[config.mk]
export PLATFORM = sky130hd
export DESIGN_NAME = guest_fault_mpu_regs
export DESIGN_NICKNAME = d
export VERILOG_FILES = /design/src/rtl/guest_fault_mpu_pkg.sv /design/src/rtl/guest_fault_mpu_regs.sv
export SDC_FILE = /design/constraint.sdc
export NUM_CORES = 1
export LEC_CHECK = 0
export BUFFER_PORTS_ARGS = -buffer_cell sky130_fd_sc_hd__buf_4
export CORE_ASPECT_RATIO = 1.2
export CORE_MARGIN = 4
export CORE_UTILIZATION = 30
export DETAILED_ROUTE_END_ITERATION = 6
export SYNTH_ARGS = -nofsm -noshare
export SYNTH_HDL_FRONTEND = slang
export SYNTH_SLANG_ARGS = --single-unit
export TNS_END_PERCENT = 50
[constraint.sdc]
create_clock -name i_clk -period 1.9 [get_ports i_clk]
set_input_delay 0.19 -clock i_clk [delete_from_list [all_inputs] [get_ports i_clk]]
set_output_delay 0.19 -clock i_clk [all_outputs]
set_load 0.01 [all_outputs]
[src/rtl/guest_fault_mpu_pkg.sv]
// constants for the guest-mode fault and protection register bank
package guest_fault_mpu_pkg;
  // ==========================================================
  // register byte offsets
  localparam logic [7:0] OFF_FAULT_ADDR = 8'h00;
  localparam logic [7:0] OFF_FAULT_INFO = 8'h04;
  localparam logic [7:0] OFF_PROT_MODE = 8'h08;
  localparam logic [7:0] OFF_CORE_NUM = 8'h0c;
  localparam logic [7:0] OFF_LOCK = 8'h10;
  localparam logic [7:0] OFF_ALIAS_PROT = 8'h14;
  localparam logic [7:0] OFF_ALIAS_CORE = 8'h18;
  localparam logic [7:0] OFF_STATUS = 8'h1c;
  // ==========================================================
  // fault-information field positions
  localparam int INFO_SIZE_LSB = 28;
  localparam int INFO_SIZE_W = 4;
  localparam int INFO_OPND_LSB = 16;
  localparam int INFO_OPND_W = 5;
  localparam int INFO_TYPE_LSB = 9;
  localparam int INFO_TYPE_W = 3;
  localparam int INFO_SIGN_BIT = 8;
  localparam int INFO_KIND_LSB = 1;
  localparam int INFO_KIND_W = 5;
  localparam int INFO_RW_BIT = 0;
  localparam logic [31:0] INFO_WMASK = 32'hf01f_0f3f;
  // ==========================================================
  // protection-mode bits and reset values
  localparam int PM_HOST_EN_BIT = 2;
  localparam int PM_SUPV_BIT = 1;
  localparam int PM_GUEST_EN_BIT = 0;
  localparam logic [2:0] PM_RESET = 3'h0;
  localparam int CORE_W = 5;
  localparam logic [4:0] CORE_RESET = 5'h00;
  localparam logic LOCK_RESET = 1'b0;
endpackage

[src/rtl/guest_fault_mpu_regs.sv]
// guest-mode fault capture, protection mode and virtual core number
//
// The APB register port and the register addresses were decided locally.
`timescale 1ns/10ps
// Behaviour
// - guest misaligned or protection fault stores 32-bit faulting address
// - fault records opcode size in bits 31..28 of fault info
// - fault records operand register number in bits 20..16
// - fault records instruction data type in bits 11..9, even if split
// - fault records sign or zero extension in bit 8
// - fault records faulting operation kind in bits 5..1
// - fault records read or write in bit 0
// - reserved bits read zero; software writes zero there
// - host entry enable 0 with guest entry enable 1 means guest entries alone decide in guest mode
// - guest mode cannot change the host entry enable bit
// - guest entries apply to guest supervisor code only if supervisor bit set
// - guest entry enable 0 means only host entries decide
// - protection mode writable by own name even under privilege lock
// - guest write through alias name is blocked while lock set
// - guest context store and load skip the guest core number
// - writable 5-bit virtual core number, read by guest via core number
// - guest writes to ordinary core number leave virtual number unchanged
// - protection mode enables reset to zero
// - privilege lock blocks only guest supervisor writes through the alias protection-mode name
module guest_fault_mpu_regs #(
  parameter logic [4:0] FIXED_CORE_NUM = 5'h00 // arbitrary product value
) (
  input wire logic i_clk, // core clock
  input wire logic i_rst, // synchronous reset, active high
  input wire logic i_psel, // apb select
  input wire logic i_penable, // apb enable
  input wire logic i_pwrite, // apb direction
  input wire logic [7:0] i_paddr, // apb byte address
  input wire logic [31:0] i_pwdata, // apb write data
  input wire logic [3:0] i_pstrb, // apb byte strobes
  input wire logic i_guest_mode, // core runs in guest mode
  input wire logic i_user_mode_flag, // current user-mode flag
  input wire logic i_fault_commit, // exception entry committed
  input wire logic i_misaligned_fault, // fault is misalignment
  input wire logic i_data_prot_fault, // fault is data protection
  input wire logic [31:0] i_fault_address, // faulting address
  input wire logic [3:0] i_opcode_size, // instruction code size
  input wire logic [4:0] i_operand_index, // operand register number
  input wire logic [2:0] i_access_width_type, // instruction data type
  input wire logic i_sign_ext, // load sign extends
  input wire logic [4:0] i_faulting_op_kind, // faulting instruction id
  input wire logic i_fault_write, // fault access is a write
  output logic o_pready, // apb ready
  output logic [31:0] o_prdata, // apb read data
  output logic o_pslverr, // apb error on unmapped address
  output logic o_host_entries_active, // host entries used now
  output logic o_guest_entries_active, // guest entries used now
  output logic [4:0] o_core_number, // core number seen by the core
  output logic [4:0] o_ext_core_number // core number for outside logic
);
  // ==========================================================
  // state
  logic [31:0] fault_addr_q;
  logic [31:0] fault_info_q;
  logic [2:0] prot_mode_q;
  logic [4:0] core_num_q;
  logic lock_q;
  logic access;
  logic wr;
  logic mapped;
  logic guest_fault;
  // ==========================================================
  // address decode and next-state values
  logic setup;
  logic rd_setup;
  logic hit_addr;
  logic hit_info;
  logic hit_pm;
  logic hit_lock;
  logic hit_core;
  logic hit_alias_pm;
  logic alias_ok;
  logic pm_wr;
  logic pready_d;
  logic pslverr_d;
  logic [31:0] prdata_d;
  logic [31:0] fault_addr_d;
  logic [31:0] fault_info_d;
  logic [2:0] prot_mode_d;
  logic [4:0] core_num_d;
  logic lock_d;
  logic host_active_d;
  logic guest_active_d;
  logic [4:0] core_number_d;

  // merge byte lanes of a write into an old word
  function automatic logic [31:0] merge(input logic [31:0] old_v,
                                       input logic [31:0] new_v,
                                       input logic [3:0] strb);
    logic [31:0] res;
    res = old_v;
    for (int i = 0; i < 4; i++) begin
      if (strb[i]) begin
        res[i*8 +: 8] = new_v[i*8 +: 8];
      end
    end
    return res;
  endfunction

  assign access = i_psel && i_penable && o_pready;
  assign wr = access && i_pwrite;
  assign guest_fault = i_fault_commit && i_guest_mode &&
                       (i_misaligned_fault || i_data_prot_fault);

  // ==========================================================
  // register decode
  assign setup = i_psel && !i_penable;
  assign rd_setup = setup && !i_pwrite;
  assign hit_addr = i_paddr == guest_fault_mpu_pkg::OFF_FAULT_ADDR;
  assign hit_info = i_paddr == guest_fault_mpu_pkg::OFF_FAULT_INFO;
  assign hit_pm = i_paddr == guest_fault_mpu_pkg::OFF_PROT_MODE;
  assign hit_lock = i_paddr == guest_fault_mpu_pkg::OFF_LOCK;
  assign hit_core = i_paddr == guest_fault_mpu_pkg::OFF_CORE_NUM;
  assign hit_alias_pm = i_paddr == guest_fault_mpu_pkg::OFF_ALIAS_PROT;
  // alias name counts only for guest supervisor code with the lock clear
  assign alias_ok = hit_alias_pm && i_guest_mode && !i_user_mode_flag &&
                    !lock_q;
  // own name is never held back by the lock
  assign pm_wr = wr && i_pstrb[0] && (hit_pm || alias_ok);

  always_comb begin
    case (i_paddr)
      guest_fault_mpu_pkg::OFF_FAULT_ADDR,
      guest_fault_mpu_pkg::OFF_FAULT_INFO,
      guest_fault_mpu_pkg::OFF_PROT_MODE,
      guest_fault_mpu_pkg::OFF_CORE_NUM,
      guest_fault_mpu_pkg::OFF_LOCK,
      guest_fault_mpu_pkg::OFF_ALIAS_PROT,
      guest_fault_mpu_pkg::OFF_ALIAS_CORE,
      guest_fault_mpu_pkg::OFF_STATUS: mapped = 1'b1;
      default: mapped = 1'b0;
    endcase
  end

  // ==========================================================
  // apb handshake: one wait-free access phase
  always_comb begin
    pready_d = setup;
    pslverr_d = setup && !mapped;
  end

  always_ff @(posedge i_clk) begin
    if (i_rst) begin
      o_pready <= 1'b0;
    end else begin
      o_pready <= pready_d;
    end
  end

  always_ff @(posedge i_clk) begin
    if (i_rst) begin
      o_pslverr <= 1'b0;
    end else begin
      o_pslverr <= pslverr_d;
    end
  end

  // ==========================================================
  // fault address capture; hardware capture wins over software write
  always_comb begin
    fault_addr_d = fault_addr_q;
    if (guest_fault) begin
      fault_addr_d = i_fault_address;
    end else if (wr && hit_addr) begin
      fault_addr_d = merge(fault_addr_q, i_pwdata, i_pstrb);
    end
  end

  always_ff @(posedge i_clk) begin
    if (i_rst) begin
      fault_addr_q <= 32'h0000_0000;
    end else begin
      fault_addr_q <= fault_addr_d;
    end
  end

  // ==========================================================
  // fault information capture
  always_comb begin
    fault_info_d = fault_info_q;
    if (guest_fault) begin
      // reserved fields come out zero
      fault_info_d = 32'h0000_0000;
      fault_info_d[guest_fault_mpu_pkg::INFO_SIZE_LSB +:
                   guest_fault_mpu_pkg::INFO_SIZE_W] = i_opcode_size;
      fault_info_d[guest_fault_mpu_pkg::INFO_OPND_LSB +:
                   guest_fault_mpu_pkg::INFO_OPND_W] =
        i_operand_index;
      // data type as named by the instruction, not per split transfer
      fault_info_d[guest_fault_mpu_pkg::INFO_TYPE_LSB +:
                   guest_fault_mpu_pkg::INFO_TYPE_W] =
        i_access_width_type;
      fault_info_d[guest_fault_mpu_pkg::INFO_SIGN_BIT] =
        i_sign_ext;
      fault_info_d[guest_fault_mpu_pkg::INFO_KIND_LSB +:
                   guest_fault_mpu_pkg::INFO_KIND_W] =
        i_faulting_op_kind;
      fault_info_d[guest_fault_mpu_pkg::INFO_RW_BIT] =
        i_fault_write;
    end else if (wr && hit_info) begin
      fault_info_d = merge(fault_info_q, i_pwdata, i_pstrb) &
                     guest_fault_mpu_pkg::INFO_WMASK;
    end
  end

  always_ff @(posedge i_clk) begin
    if (i_rst) begin
      fault_info_q <= 32'h0000_0000;
    end else begin
      fault_info_q <= fault_info_d;
    end
  end

  // ==========================================================
  // privilege lock
  always_comb begin
    lock_d = lock_q;
    if (wr && hit_lock && i_pstrb[0]) begin
      lock_d = i_pwdata[0];
    end
  end

  always_ff @(posedge i_clk) begin
    if (i_rst) begin
      lock_q <= guest_fault_mpu_pkg::LOCK_RESET;
    end else begin
      lock_q <= lock_d;
    end
  end

  // ==========================================================
  // protection mode: own name ignores lock, alias name honours it
  always_comb begin
    prot_mode_d = prot_mode_q;
    if (pm_wr) begin
      prot_mode_d[guest_fault_mpu_pkg::PM_SUPV_BIT] =
        i_pwdata[guest_fault_mpu_pkg::PM_SUPV_BIT];
      prot_mode_d[guest_fault_mpu_pkg::PM_GUEST_EN_BIT] =
        i_pwdata[guest_fault_mpu_pkg::PM_GUEST_EN_BIT];
      // guest software never moves the host entry enable
      if (!i_guest_mode) begin
        prot_mode_d[guest_fault_mpu_pkg::PM_HOST_EN_BIT] =
          i_pwdata[guest_fault_mpu_pkg::PM_HOST_EN_BIT];
      end
    end
  end

  always_ff @(posedge i_clk) begin
    if (i_rst) begin
      prot_mode_q <= guest_fault_mpu_pkg::PM_RESET;
    end else begin
      prot_mode_q <= prot_mode_d;
    end
  end

  // ==========================================================
  // virtual core number; context store/load have no path here
  always_comb begin
    core_num_d = core_num_q;
    if (wr && i_pstrb[0] && !i_guest_mode && hit_core) begin
      core_num_d = i_pwdata[4:0];
    end
  end

  always_ff @(posedge i_clk) begin
    if (i_rst) begin
      core_num_q <= guest_fault_mpu_pkg::CORE_RESET;
    end else begin
      core_num_q <= core_num_d;
    end
  end

  // ==========================================================
  // read data, latched in the setup cycle
  always_comb begin
    prdata_d = o_prdata;
    if (rd_setup) begin
      case (i_paddr)
        guest_fault_mpu_pkg::OFF_FAULT_ADDR: begin
          prdata_d = fault_addr_q;
        end
        guest_fault_mpu_pkg::OFF_FAULT_INFO: begin
          prdata_d = fault_info_q;
        end
        guest_fault_mpu_pkg::OFF_PROT_MODE,
        guest_fault_mpu_pkg::OFF_ALIAS_PROT: begin
          prdata_d = {29'h0000_0000, prot_mode_q};
        end
        guest_fault_mpu_pkg::OFF_CORE_NUM: begin
          prdata_d = {27'h0, core_num_q};
        end
        guest_fault_mpu_pkg::OFF_ALIAS_CORE: begin
          prdata_d = {27'h0, i_guest_mode ? core_num_q
                                          : FIXED_CORE_NUM};
        end
        guest_fault_mpu_pkg::OFF_LOCK: begin
          prdata_d = {31'h0, lock_q};
        end
        guest_fault_mpu_pkg::OFF_STATUS: begin
          prdata_d = {30'h0, o_host_entries_active,
                      o_guest_entries_active};
        end
        default: begin
          prdata_d = 32'h0000_0000;
        end
      endcase
    end
  end

  always_ff @(posedge i_clk) begin
    if (i_rst) begin
      o_prdata <= 32'h0000_0000;
    end else begin
      o_prdata <= prdata_d;
    end
  end

  // ==========================================================
  // protection decision and core number outputs
  always_comb begin
    // host mode: host entries only; guest mode follows enables
    host_active_d = !i_guest_mode ||
      prot_mode_q[guest_fault_mpu_pkg::PM_HOST_EN_BIT] ||
      !prot_mode_q[guest_fault_mpu_pkg::PM_GUEST_EN_BIT];
    guest_active_d = i_guest_mode &&
      prot_mode_q[guest_fault_mpu_pkg::PM_GUEST_EN_BIT] &&
      (i_user_mode_flag ||
       prot_mode_q[guest_fault_mpu_pkg::PM_SUPV_BIT]);
    core_number_d = i_guest_mode ? core_num_q : FIXED_CORE_NUM;
  end

  always_ff @(posedge i_clk) begin
    if (i_rst) begin
      o_host_entries_active <= 1'b1;
    end else begin
      o_host_entries_active <= host_active_d;
    end
  end

  always_ff @(posedge i_clk) begin
    if (i_rst) begin
      o_guest_entries_active <= 1'b0;
    end else begin
      o_guest_entries_active <= guest_active_d;
    end
  end

  always_ff @(posedge i_clk) begin
    if (i_rst) begin
      o_core_number <= FIXED_CORE_NUM;
    end else begin
      o_core_number <= core_number_d;
    end
  end

  // outside logic never sees the virtual value
  always_ff @(posedge i_clk) begin
    if (i_rst) begin
      o_ext_core_number <= FIXED_CORE_NUM;
    end else begin
      o_ext_core_number <= FIXED_CORE_NUM;
    end
  end
endmodule

==> run_results.csv <==
group,metric,value,unit
final_layout,multiInputGateArea,2450,µm²
final_layout,nFillCells,1519,
final_layout,post_route_cells_drive_above_1_share,34.6,%
synthesis,ys_seq_area_share,43.5,%
synthesis,yosysWarnings,0,
critical_path,cp-end-kind,"register",
worst_hold_path,hold_depth,2,
critical_path,cp_common_cell,"buf_4",
final_layout,num_antenna_cells,0,
grt,grt_usage,15.5,%
cts,clk_pin_slew,0.07,ns
cts,clock-sinks,101,
cts,cts_tree,"done",
sta,setup_viol,0,
detailed_routing,vias_per_cell,4.92,
worst_hold_path,hp-class,"primary input to register",
grt,grt_pass1_wl,21300,µm
critical_path,r2r_cells,6,
detailed_routing,firstDrtPassIters,5,
cts,cts_hold_buf,0,
cts,clkLatencyLatePin,0.34,ns
cts,cts_resized,0,
critical_path,cp_max_fo,10,
run_status,outcome,"finished clean",
die,fp.dieArea,17600,µm²
sta,tightest_slew,0.634,ns
cts,cts.path.max_buffers,2,
synthesis,synth_cell_type_count,55,
critical_path,cp_slowest_stage_delay,0.51,ns
detailed_routing,drc,0,
final_layout,layout_common_cells,"175 x buf_4, 101 x dfxtp_1, 69 x nor2_1",
critical_path,reg2reg_slack,0.34,ns
die,die-width,122,µm
die,core-area,15100,µm²
critical_path,crit_type,"primary input to register",
sta,slew_headroom,57.7,%
power,p_leak,0.00267,µW
synthesis,synth-main-ff-cell,"dfxtp_1",
die,start_util,30.9,%
sta,timing.fmax,610,MHz
sta,skew,0.00522,ns
job,drv_cap,0,
critical_path,arrival,1.89,ns
placed_design,gp_congestion,0.809,
final_layout,nets,742,
detailed_routing,postRouteAntennaNets,0,
grt,grt_max_degree,62,
synthesis,synthArstFlopShare,0,%
power,ir_drop,335,µV
sta,timing.setup.tns,0,ns
placed_design,port_buffers,145,
cts,post-cts-setup-buffer-count,0,
grt,grt_pass1_vias,4272,
die,die_y,144,µm
detailed_routing,vias,4161,
synthesis,netlist_area,4650,µm²
detailed_routing,wire_per_inst,16.0,µm
synthesis,synth_top_area_share,43.5,%
sta,maxSlewViolCount,0,
cts,numCtsBuffers,9,
grt,overflow,0,
critical_path,crit_family,"compound AO/OA/AOI/OAI gates",
critical_path,critical_path_buf_inv_count,3,
placed_design,place_ws,-0.0982,ns
critical_path,crit_chain,"buf_4 > or4_1 > buf_4 > o41ai_4 > buf_4 > nor2_1 > a211oi_1",
cts,root_buffer,"clkbuf_16",
sta,hold_viol,0,
synthesis,synth_area_leaders,"dfxtp_1 43%, mux2i_1 11%, a211oi_1 6.9%",
sta,rsz0062_at_grt,"no",
worst_hold_path,hold_path_end,"o_pready$_SDFF_PP0_",
die,num_rows,49,
final_layout,regArea,2020,µm²
sta,setup_slack,0.262,ns
synthesis,synthCells,479,
critical_path,cp-start-kind,"primary input",
detailed_routing,drt_wl_total,13500,µm
critical_path,timing.rr.start,"o_pready$_SDFF_PP0_",
final_layout,final_common_cell,"buf_4",
sta,period_needed,1.64,ns
die,io_pins,151,
cts,htree_levels,3,
synthesis,synth_seq_cells,101,
placed_design,dp_hpwl,10600,µm
synthesis,synth_top_area_cell,"dfxtp_1",
critical_path,cpMaxStageDelayCell,"or4_1",
sta,fin_crit_sh,86.2,%
power,powerDensity,707,nW/µm²
synthesis,synth_edf_count,0,
synthesis,syn_area_per_cell,9.71,µm²
worst_hold_path,worstHoldStart,"i_penable",
critical_path,r2r-end,"fault_addr_q[1]$_SDFFE_PP0P_",
grt,antenna_found_initial,0,
detailed_routing,dr.first_iter.drc_count,171,
final_layout,syn_to_final_growth,38.3,%
critical_path,worstPathRequired,2.15,ns
how the worst max path moves through the flow:
stage / startpoint / to / slack, ns / cells past startpoint
floorplan: i_paddr[5] / fault_addr_q[13]$_SDFFE_PP0P_ / 0.08 / 6
global placement: i_paddr[5] / fault_addr_q[11]$_SDFFE_PP0P_ / -0.01 / 7
detailed placement: i_paddr[5] / fault_addr_q[1]$_SDFFE_PP0P_ / -0.1 / 7
CTS: i_paddr[5] / fault_addr_q[1]$_SDFFE_PP0P_ / 0.26 / 7
global route: i_paddr[5] / fault_info_q[3]$_SDFFE_PP0P_ / 0.13 / 7
finish: i_paddr[5] / fault_addr_q[1]$_SDFFE_PP0P_ / 0.26 / 7
state kept, by name, indices dropped and copies added, names as in the netlist:
| register | cells |
|---|---|
| o_host_entries_active | 1 |
| core_num_q | 5 |
| o_pslverr | 1 |
| o_prdata | 32 |
| lock_q | 1 |
| o_guest_entries_active | 1 |
| o_pready | 1 |
| o_core_number | 5 |
| prot_mode_q | 3 |
| fault_addr_q | 32 |
| fault_info_q | 19 |
Yosys cell counts, types with 3 or more instances:
library cell and count:
dfxtp_1 101, nor2_1 69, mux2i_1 50, a211oi_1 43, a22oi_1 30, o21ai_0 24, nand2_1 23, clkbuf_1 20
a21oi_1 10, nand3_1 10, buf_4 8, a211oi_2 7, o41ai_4 7, and2_1 6, inv_1 6, nand2b_1 5
and3_1 4, buf_6 4, buf_1 3, nor3_1 3, o211ai_1 3
cell families (layout without fill, tap and decap cells):
| logic type | count (synthesis) | in the layout | share of synthesized area (%) |
|---|---|---|---|
| flip-flops | 101 | 101 | 43.5 |
| AND/OR/NAND/NOR | 145 | 145 | 15.9 |
| other | 1 | 5 | 0.0806 |
| AO/OA/AOI/OAI | 137 | 137 | 24.5 |
| buffers and inverters | 43 | 201 | 4.81 |
| multiplexers | 52 | 52 | 11.2 |
metal layers:
metal | vias to the layer above | routed length [µm] | track usage [%] | part of all wire (%)
met5 | - | 0 | 0 | 0
met4 | 0 | 396 | 7.49 | 2.9
met3 | 24 | 775 | 2.74 | 5.7
met2 | 133 | 7020 | 27.3 | 52
met1 | 1918 | 5320 | 18.1 | 39
li1 | 2086 | - | - | -
stage by stage:
step	std cells	power (µW)	util [%]	area, µm²	hold WS, ns
after global placement	830	2920	40.9	6170	0.394
final	845	4550	42.7	6430	0.0650
after CTS	845	4600	42.7	6430	0.0486
after floorplan	483	2610	-	4670	0.273
after global routing	845	4740	42.7	6430	0.0707
after detailed placement	830	2930	40.9	6170	0.408
final cells by class:
type / count / share of cell area (%)
flip-flops and latches: 101 / 31.4
clock inverters: 4 / 0.389
clock buffers: 11 / 3.77
well taps: 204 / 3.97
repair buffers: 180 / 22.0
multi-input cells: 339 / 38.1
inverters: 6 / 0.350
where the power goes:
group	total, µW	switching [µW]	internal, µW
clock network	1670	758	912
logic	652	317	335
registers	2230	37.4	2190
Power figures use the tool's default switching activity.
